## config.mk

```make
export PLATFORM = sky130hd
export DESIGN_NAME = dds_serial_config
export DESIGN_NICKNAME = d
export VERILOG_FILES = /design/src/design/dds_pkg.sv /design/src/design/dds_delay_line.sv /design/src/design/dds_serial_config.sv
export SDC_FILE = /design/constraint.sdc
export NUM_CORES = 1
export LEC_CHECK = 0
export BUFFER_PORTS_ARGS = -buffer_cell sky130_fd_sc_hd__buf_2
export CAP_MARGIN = 30
export CORE_ASPECT_RATIO = 0.7
export CORE_MARGIN = 4
export CORE_UTILIZATION = 35
export DETAILED_ROUTE_END_ITERATION = 8
export GPL_TIMING_DRIVEN = 0
export PLACE_DENSITY = 0.49
export SLEW_MARGIN = 20
export SYNTH_ARGS = -nofsm -noshare
export SYNTH_HDL_FRONTEND = slang
export SYNTH_SLANG_ARGS = --single-unit
```

## constraint.sdc

```tcl
create_clock -name clk_i -period 51 [get_ports clk_i]
set_input_delay 2.55 -clock clk_i [delete_from_list [all_inputs] [get_ports clk_i]]
set_output_delay 2.55 -clock clk_i [all_outputs]
set_load 0.02 [all_outputs]
```

## src/design/dds_pkg.sv

```systemverilog
package dds_pkg;

    // Serial word layout, first bit shifted in ends at bit 0
    localparam int WORD_W      = 11;
    localparam int CODE_W      = 9;
    localparam int CHAN_POS    = 0;
    localparam int MODE_POS    = 1;
    localparam int CODE_LSB    = 2;
    localparam int CODE_MAX    = 511;

    // Channel select and path mode encodings
    localparam logic CHAN_A    = 1'b0;
    localparam logic CHAN_B    = 1'b1;
    localparam logic MODE_DUAL = 1'b0;
    localparam logic MODE_EXT  = 1'b1;

    // One code step adds this much delay; modelled in whole clock cycles
    localparam int STEP_PS     = 11;
    localparam int CLK_PS      = 10000;
    localparam int STEP_CYCLES = (STEP_PS + CLK_PS - 1) / CLK_PS;

    // Values after reset
    localparam logic [CODE_W-1:0] CODE_RST = 9'h000;
    localparam logic              MODE_RST = 1'b0;

    // Pin synchroniser lanes
    localparam int SYN_W     = 6;
    localparam int SYN_SCLK  = 0;
    localparam int SYN_SDATA = 1;
    localparam int SYN_LOAD  = 2;
    localparam int SYN_EN_N  = 3;
    localparam int SYN_IN_A  = 4;
    localparam int SYN_IN_B  = 5;
    localparam logic [SYN_W-1:0] SYN_RST = 6'h08;

    typedef struct packed {
        logic pos;
        logic neg;
    } dds_pair_t;

    typedef struct packed {
        logic [CODE_W-1:0] code;
        logic              mode;
        logic              chan;
    } dds_cfg_word_t;

    // Disabled output pair: true low, complement high
    localparam dds_pair_t PAIR_IDLE = '{pos: 1'b0, neg: 1'b1};

endpackage

```

## src/design/dds_delay_line.sv

```systemverilog
`timescale 1ns/100ps
module dds_delay_line #(
    parameter int CODE_W   = 9,
    parameter int STEP_CYC = 1
) (
    input  wire logic              clk_i,
    input  wire logic              rst_n_i,
    input  wire logic              din_i,
    input  wire logic [CODE_W-1:0] code_i,
    output logic                   dout_o
);
    localparam int DEPTH = ((1 << CODE_W) - 1) * STEP_CYC + 1;

    logic [DEPTH-1:0] taps_reg;
    logic [31:0]      tap_idx;

    generate
        if (CODE_W < 1 || CODE_W > 12 || STEP_CYC < 1) begin : g_chk
            $error("dds_delay_line: unsupported CODE_W or STEP_CYC");
        end
    endgenerate

    always_ff @(posedge clk_i or negedge rst_n_i) begin
        if (!rst_n_i) begin
            taps_reg <= '0;
        end else begin
            taps_reg <= {taps_reg[DEPTH-2:0], din_i};
        end
    end

    assign tap_idx = 32'(code_i) * 32'(STEP_CYC);

    always_ff @(posedge clk_i or negedge rst_n_i) begin
        if (!rst_n_i) begin
            dout_o <= 1'b0;
        end else begin
            dout_o <= taps_reg[tap_idx];
        end
    end

endmodule

```

## src/design/dds_serial_config.sv

```systemverilog
`timescale 1ns/100ps
module dds_serial_config #(
    parameter int CODE_W = dds_pkg::CODE_W
) (
    input  wire logic              clk_i,
    input  wire logic              rst_n_i,
    input  wire logic              serial_clock_i,
    input  wire logic              serial_data_input_i,
    input  wire logic              load_strobe_i,
    input  wire logic              out_enable_n_i,
    input  wire dds_pkg::dds_pair_t input_pair_a_i,
    input  wire dds_pkg::dds_pair_t input_pair_b_i,
    output dds_pkg::dds_pair_t     output_pair_a_o,
    output dds_pkg::dds_pair_t     output_pair_b_o,
    output logic [CODE_W-1:0]      delay_channel_a_o,
    output logic [CODE_W-1:0]      delay_channel_b_o,
    output logic                   path_mode_bit_o
);
    generate
        if (CODE_W != dds_pkg::CODE_W) begin : g_chk
            $error("dds_serial_config: CODE_W must match the word layout");
        end
    endgenerate

    logic [1:0]                rst_sync_reg;
    logic                      rst_n;
    logic [dds_pkg::SYN_W-1:0] syn1_reg;
    logic [dds_pkg::SYN_W-1:0] syn2_reg;
    logic                      sclk_d_reg;
    logic                      sclk_rise;
    logic                      load_s;
    logic                      en_n_s;
    dds_pkg::dds_cfg_word_t    serial_config_word_reg;
    logic [CODE_W-1:0]         code_a_reg;
    logic [CODE_W-1:0]         code_b_reg;
    logic                      mode_reg;
    logic                      line_b_in;
    logic                      line_a_out;
    logic                      line_b_out;

    function automatic dds_pkg::dds_pair_t drive_pair(input logic off,
                                                      input logic val);
        drive_pair = off ? dds_pkg::PAIR_IDLE
                         : dds_pkg::dds_pair_t'{pos: val, neg: ~val};
    endfunction

    // Reset is released through two flops so all flops leave it together
    always_ff @(posedge clk_i or negedge rst_n_i) begin
        if (!rst_n_i) begin
            rst_sync_reg <= 2'h0;
        end else begin
            rst_sync_reg <= {rst_sync_reg[0], 1'b1};
        end
    end
    assign rst_n = rst_sync_reg[1];

    // Every pin is asynchronous to clk_i; two flops before any logic
    always_ff @(posedge clk_i or negedge rst_n) begin
        if (!rst_n) begin
            syn1_reg   <= dds_pkg::SYN_RST;
            syn2_reg   <= dds_pkg::SYN_RST;
            sclk_d_reg <= 1'b0;
        end else begin
            syn1_reg   <= {input_pair_b_i.pos, input_pair_a_i.pos,
                           out_enable_n_i, load_strobe_i,
                           serial_data_input_i, serial_clock_i};
            syn2_reg   <= syn1_reg;
            sclk_d_reg <= syn2_reg[dds_pkg::SYN_SCLK];
        end
    end

    assign sclk_rise = syn2_reg[dds_pkg::SYN_SCLK] & ~sclk_d_reg;
    assign load_s    = syn2_reg[dds_pkg::SYN_LOAD];
    assign en_n_s    = syn2_reg[dds_pkg::SYN_EN_N];

    always_ff @(posedge clk_i or negedge rst_n) begin
        if (!rst_n) begin
            serial_config_word_reg <= '0;
        end else if (sclk_rise) begin
            serial_config_word_reg <= {syn2_reg[dds_pkg::SYN_SDATA],
                serial_config_word_reg[dds_pkg::WORD_W-1:1]};
        end
    end

    // Latch is transparent for the whole strobe-high time, so a shift
    // during the strobe still reaches it; it freezes on the fall.
    // Transparent latch
    always_ff @(posedge clk_i or negedge rst_n) begin
        if (!rst_n) begin
            code_a_reg <= dds_pkg::CODE_RST;
            code_b_reg <= dds_pkg::CODE_RST;
            mode_reg   <= dds_pkg::MODE_RST;
        end else if (load_s) begin
            if (serial_config_word_reg.chan == dds_pkg::CHAN_A) begin
                code_a_reg <= serial_config_word_reg.code;
            end else begin
                code_b_reg <= serial_config_word_reg.code;
            end
            mode_reg <= serial_config_word_reg.mode;
        end
    end

    assign line_b_in = (mode_reg == dds_pkg::MODE_EXT)
                     ? line_a_out
                     : syn2_reg[dds_pkg::SYN_IN_B];

    dds_delay_line #(
        .CODE_W   (CODE_W),
        .STEP_CYC (dds_pkg::STEP_CYCLES)
    ) u_line_a (
        .clk_i    (clk_i),
        .rst_n_i  (rst_n),
        .din_i    (syn2_reg[dds_pkg::SYN_IN_A]),
        .code_i   (code_a_reg),
        .dout_o   (line_a_out)
    );

    dds_delay_line #(
        .CODE_W   (CODE_W),
        .STEP_CYC (dds_pkg::STEP_CYCLES)
    ) u_line_b (
        .clk_i    (clk_i),
        .rst_n_i  (rst_n),
        .din_i    (line_b_in),
        .code_i   (code_b_reg),
        .dout_o   (line_b_out)
    );

    always_ff @(posedge clk_i or negedge rst_n) begin
        if (!rst_n) begin
            output_pair_a_o <= dds_pkg::PAIR_IDLE;
            output_pair_b_o <= dds_pkg::PAIR_IDLE;
        end else begin
            output_pair_a_o <= drive_pair(en_n_s || mode_reg, line_a_out);
            output_pair_b_o <= drive_pair(en_n_s, line_b_out);
        end
    end

    always_ff @(posedge clk_i or negedge rst_n) begin
        if (!rst_n) begin
            delay_channel_a_o <= dds_pkg::CODE_RST;
            delay_channel_b_o <= dds_pkg::CODE_RST;
            path_mode_bit_o   <= dds_pkg::MODE_RST;
        end else begin
            delay_channel_a_o <= code_a_reg;
            delay_channel_b_o <= code_b_reg;
            path_mode_bit_o   <= mode_reg;
        end
    end

    property p_shift_adv;
        @(posedge clk_i) disable iff (!rst_n)
        sclk_rise |=> serial_config_word_reg[dds_pkg::WORD_W-2:0]
                      == $past(serial_config_word_reg[dds_pkg::WORD_W-1:1]);
    endproperty
    a_shift_adv: assert property (p_shift_adv)
        else $error("word did not shift on serial clock rise");

    property p_load_a;
        @(posedge clk_i) disable iff (!rst_n)
        (load_s && serial_config_word_reg.chan == dds_pkg::CHAN_A)
        |=> code_a_reg == $past(serial_config_word_reg.code)
            && $stable(code_b_reg);
    endproperty
    a_load_a: assert property (p_load_a)
        else $error("channel A load wrong or channel B disturbed");

    property p_load_b;
        @(posedge clk_i) disable iff (!rst_n)
        (load_s && serial_config_word_reg.chan == dds_pkg::CHAN_B)
        |=> code_b_reg == $past(serial_config_word_reg.code)
            && $stable(code_a_reg);
    endproperty
    a_load_b: assert property (p_load_b)
        else $error("channel B load wrong or channel A disturbed");

    property p_mode_load;
        @(posedge clk_i) disable iff (!rst_n)
        load_s |=> mode_reg == $past(serial_config_word_reg.mode);
    endproperty
    a_mode_load: assert property (p_mode_load)
        else $error("mode not taken while strobe high");

    property p_frozen;
        @(posedge clk_i) disable iff (!rst_n)
        !load_s ##1 !load_s |-> $stable(code_a_reg) && $stable(code_b_reg)
                                && $stable(mode_reg);
    endproperty
    a_frozen: assert property (p_frozen)
        else $error("latch changed while strobe low");

    property p_ext_idle_a;
        @(posedge clk_i) disable iff (!rst_n)
        mode_reg |=> output_pair_a_o == dds_pkg::PAIR_IDLE;
    endproperty
    a_ext_idle_a: assert property (p_ext_idle_a)
        else $error("pair A not idle in extended mode");

    property p_disable;
        @(posedge clk_i) disable iff (!rst_n)
        en_n_s |=> output_pair_a_o == dds_pkg::PAIR_IDLE
                   && output_pair_b_o == dds_pkg::PAIR_IDLE;
    endproperty
    a_disable: assert property (p_disable)
        else $error("outputs not idle while disabled");

    property p_cascade;
        @(posedge clk_i) disable iff (!rst_n)
        mode_reg |=> u_line_b.taps_reg[0] == $past(line_a_out);
    endproperty
    a_cascade: assert property (p_cascade)
        else $error("channel B not fed from channel A");

    property p_dual_b;
        @(posedge clk_i) disable iff (!rst_n)
        (!en_n_s && !mode_reg)
        |=> output_pair_b_o.pos == $past(line_b_out)
            && output_pair_b_o.neg == !$past(line_b_out)
            && output_pair_a_o.pos == $past(line_a_out);
    endproperty
    a_dual_b: assert property (p_dual_b)
        else $error("dual mode output mismatch");

endmodule

```

# == After elaboration in Yosys (flattened, before gate mapping) ==
# Index checks and enable logic that the tools add are counted.
# word_totals
in_bits,10
register_bits,1094
wordCells,38
# op_classes
magnitude_cmp,2
n_reduce_logical,3
mux,7
n_bitwise,5
# ops
op,count
9-bit by 10-bit < comparator with 1-bit output (second input constant),2
1-bit binary-select mux with 9-bit select,2
2-bit 2-to-1 mux,2
1-bit inverter,4
2-bit AND reduction,2
1-bit 2-to-1 mux,3
1-bit bitwise AND,1
1-bit logical OR,1

# == Depth between registers and ports, before layout ==
# depth
ltp_word,2
depth_mapped,12

# == Cells and area by module ==
# From an unflattened synthesis, not the netlist that was laid out.
# hier_totals
hier_cells,2010
area_unflattened_um2,36854.1
# modules_own_cells
module,seq_area_each_um2,n_inst,cells_each,area_per_inst_um2
dds_delay_line,12837.3,2,950,17344.1
dds_serial_config,1706.6,1,110,2165.8

# == Least setup slack after synthesis ==
# Ideal clock, no wire load.
# synth_timing
kind,reg2out
startpoint,register output_pair_a_o[0] in the netlist's numbering
endpoint,output output_pair_a_o[0] in the netlist's numbering
required_ps,48450
n_path_buf,0
path_stages_with_launch,1
t_arrival_ps,554
slack_ps,47896
cell_sequence,dfstp_2
# synth_lines
element,line,source
start: declaration,dds_serial_config.sv:13,"output dds_pkg::dds_pair_t output_pair_a_o,"
start signal: assignment,dds_serial_config.sv:131,output_pair_a_o <= dds_pkg::PAIR_IDLE;
start signal: assignment,dds_serial_config.sv:134,"output_pair_a_o <= drive_pair(en_n_s || mode_reg, line_a_out);"
# No word-level cell between the ends.

# == Worst setup path after layout ==
# layout_timing
startpoint,register code_b_reg[2]
endpoint,register u_line_b.dout_o
# layout_between
elab_chain_cells,2
# layout_lines
element,line,source
start: declaration,dds_serial_config.sv:35,logic [CODE_W-1:0] code_b_reg;
start signal: assignment,dds_serial_config.sv:91,code_b_reg <= dds_pkg::CODE_RST;
start signal: assignment,dds_serial_config.sv:97,code_b_reg <= serial_config_word_reg.code;
1-bit binary-select mux with 9-bit select,dds_delay_line.sv:37,dout_o <= taps_reg[tap_idx];
1-bit 2-to-1 mux (not written as such),dds_delay_line.sv:37,
end signal: assignment,dds_delay_line.sv:37,
end: declaration,dds_delay_line.sv:10,output logic dout_o
# Every way passes these cells. The select of a mux whose other input is x is not followed.
# A chain may end at the register's enable or synchronous reset.

==> flow_metrics.env <==
export IMPL_grt_max_degree=64
export IMPL_grt_use_total=0.176
export IMPL_finalPower_mw=2.36
export IMPL_dpl_cell_area_mm2=0.0395
export IMPL_gr_total_overflow=0
export IMPL_syn_nets=2030
export IMPL_max_clock_path_buffers=3
export IMPL_maxCapViolations=0
export IMPL_hold_buffers=0
export IMPL_cts_buffers_inserted=106
export IMPL_tns_ps=0
export IMPL_fillCellCount=9325
export IMPL_drt_total_wl_um=96200
export IMPL_wl_per_cell_um=26.1
export IMPL_seq_area_frac_synth=0.741
export IMPL_die_area_mm2=0.111
export IMPL_instances_no_fill=3687
export IMPL_path_clk_slew_ps=60
export IMPL_cp_end_kind="flip-flop"
export IMPL_port_buffer_count=30
export IMPL_ys_flop_type="dfrtp_1"
export IMPL_leakagePower_nw=20.3
export IMPL_synth_distinct_cells=56
export IMPL_place_congestion=0.828
export IMPL_p_per_area_mw_per_mm2=54.6
export IMPL_top_layer="met4"
export IMPL_yosys_top_cells_count="1,090 x dfrtp_1, 231 x mux2i_1, 117 x mux4_2"
export IMPL_synth_area_per_cell_um2=18.3
export IMPL_vias=18996
export IMPL_ios=33
export IMPL_min_delay_path_class="flip-flop to asynchronous set/reset pin"
export IMPL_wl_met2_um=38800
export IMPL_synth_seq_cells=1094
export IMPL_hold_viol=0
export IMPL_cts_root_buf="clkbuf_16"
export IMPL_die_width_um=396
export IMPL_maxSlewViolCount=0
export IMPL_dpl_hpwl_um=64100
export IMPL_area_growth_synth_to_final_pct=16.8
export IMPL_drt_iter0_drc=1349
export IMPL_die_h_um=280
export IMPL_status="complete, no violations"
export IMPL_syn_area_mm2=0.0370
export IMPL_wl_met1_um=49300
export IMPL_maxSlewHeadroom=0.335
export IMPL_synth_edf_count=0
export IMPL_design_area_mm2=0.0432
export IMPL_synth_top_area_frac=0.738
export IMPL_rsz0062_at_grt="no"
export IMPL_yosysMostFrequentCell="dfrtp_1"
export IMPL_fin_crit_sh=0.0793
export IMPL_clock_latency_ps=700
export IMPL_drc=0
export IMPL_synth_warnings=0
export IMPL_fmax_ghz=0.247
export IMPL_critPathKind="flip-flop to flip-flop"
export IMPL_syn_inst=2020
export IMPL_core_rowCount=99
export IMPL_crit_required_ps=51520
export IMPL_vdd_drop_max_v=0.0000342
export IMPL_cp_start_kind="flip-flop"
export IMPL_antenna_found_initial=4
export IMPL_skew_ps=34.2
export IMPL_grt_pass1_wl_um=144000
export IMPL_vias_per_cell=5.15
export IMPL_firstDrtPassIters=5
export IMPL_post_cts_buffers=0
export IMPL_cp_data_arrival_time_ps=4570
export IMPL_num_antenna_cells=0
export IMPL_setup_viol=0
export IMPL_core_area_mm2=0.105
export IMPL_fin_crit_ps=4040
export IMPL_h_tree_depth=3
export IMPL_clock_sinks=1094
export IMPL_cp_max_fo=10
export IMPL_tightestPinTransition_ps=997
export IMPL_drtAntennaViolNets=0
export IMPL_layout_nets=2195
export IMPL_ys_async_sr_fraction=1.00
export IMPL_dp_cells=3491
export IMPL_ctsResizeCount=0
export IMPL_synth_area_leaders="dfrtp_1 74%, mux4_2 7.1%, mux2i_1 6.3%"
export IMPL_cts_tree="done"
export IMPL_initial_utilization=0.354
export IMPL_wl_met3_um=6160
export IMPL_grt_pass1_vias=20962
export IMPL_yosysTopAreaCell="dfrtp_1"
export IMPL_drive_gt1_frac=0.205
[layer usage]
layer  GRT usage  up-vias
met1       0.283    10503
met2       0.235      450
met5           0        -
met3      0.0488      145
li1            -     7898
met4      0.0409        0
[layout make-up]
| type | instances | area, um2 | share of cell area |
|---|---|---|---|
| flip-flops and latches | 1094 | 27400 | 0.634 |
| clock inverters | 46 | 638 | 0.0148 |
| repair buffers | 57 | 768 | 0.0178 |
| inverters | 12 | 45.0 | 0.00104 |
| multi-input cells | 800 | 8600 | 0.199 |
| plain buffers | 114 | 942 | 0.0218 |
| clock buffers | 150 | 3040 | 0.0704 |
| well taps | 1414 | 1770 | 0.0410 |
[worst paths after layout]
path	startpoint	endpoint	slack, ps	depth (start not counted)
max in group asynchronous	rst_sync_reg[1]$_DFF_PN0_	u_line_a.taps_reg[317]$_DFF_PN0_	48730	5
setup / recovery	code_b_reg[2]$_DFFE_PN0P_	u_line_b.dout_o$_DFF_PN0_	46960	8
hold / removal	rst_sync_reg[1]$_DFF_PN0_	u_line_a.dout_o$_DFF_PN0_	290	0
setup reg to reg	code_b_reg[2]$_DFFE_PN0P_	u_line_b.dout_o$_DFF_PN0_	46960	8
min in group clk_i	syn1_reg[5]$_DFF_PN0_	syn2_reg[5]$_DFF_PN0_	350	0
hold reg to reg	rst_sync_reg[1]$_DFF_PN0_	u_line_a.dout_o$_DFF_PN0_	290	0
[per-stage QoR]
step	worst slack (ps)	hold slack (ps)	util
2_1_floorplan	18250	331	-
3_3_place_gp	8670	334	0.372
3_5_place_dp	46950	311	0.378
4_1_cts	46890	314	0.413
5_1_grt	46700	338	0.413
6_report	46960	290	0.413
[report_power, final]
part | internal, mW | leakage (nW) | total (mW) | switching (mW)
logic | 0.209 | 3.60 | 0.612 | 0.404
registers | 0.897 | 14.9 | 0.927 | 0.0303
clock network | 0.478 | 1.81 | 0.820 | 0.341
[cells in the final DEF (no fill, tap or decap), drive strengths merged, types with 4 or more instances in the layout]
| cell type | count |
|---|---|
| mux4 | 144 |
| bufinv | 12 |
| a21oi | 69 |
| buf | 145 |
| o221ai | 114 |
| nor2 | 31 |
| nand3 | 8 |
| nor4 | 8 |
| o2111ai | 6 |
| dfstp | 4 |
| dfrtp | 1090 |
| nand2 | 22 |
| o211ai | 12 |
| inv | 16 |
| nor2b | 5 |
| o21ai | 29 |
| clkinvlp | 4 |
| nor3 | 4 |
| mux2 | 27 |
| mux2i | 231 |
| nand2b | 4 |
| clkbuf | 176 |
| o22ai | 49 |
| a2111o | 4 |
| clkinv | 26 |
[cells by family (layout without fill, tap and decap cells)]
group | count (synthesis) | in the layout | share of synthesized area
AO/OA/AOI/OAI | 301 | 301 | 0.0582
buffers and inverters | 126 | 379 | 0.0267
flip-flops | 1094 | 1094 | 0.741
multiplexers | 402 | 402 | 0.161
other | 1 | 1 | 0.000101
AND/OR/NAND/NOR | 96 | 96 | 0.0130
[critical path, cell delays in order, from the launching register on]
cell and delay (ps):
dfrtp_1 440, buf_2 300, inv_1 330, clkbuf_1 720, clkbuf_1 650, a21oi_1 240, o211ai_1 400, a31oi_1 160
o2111ai_1 610
Power figures use the tool's default switching activity.
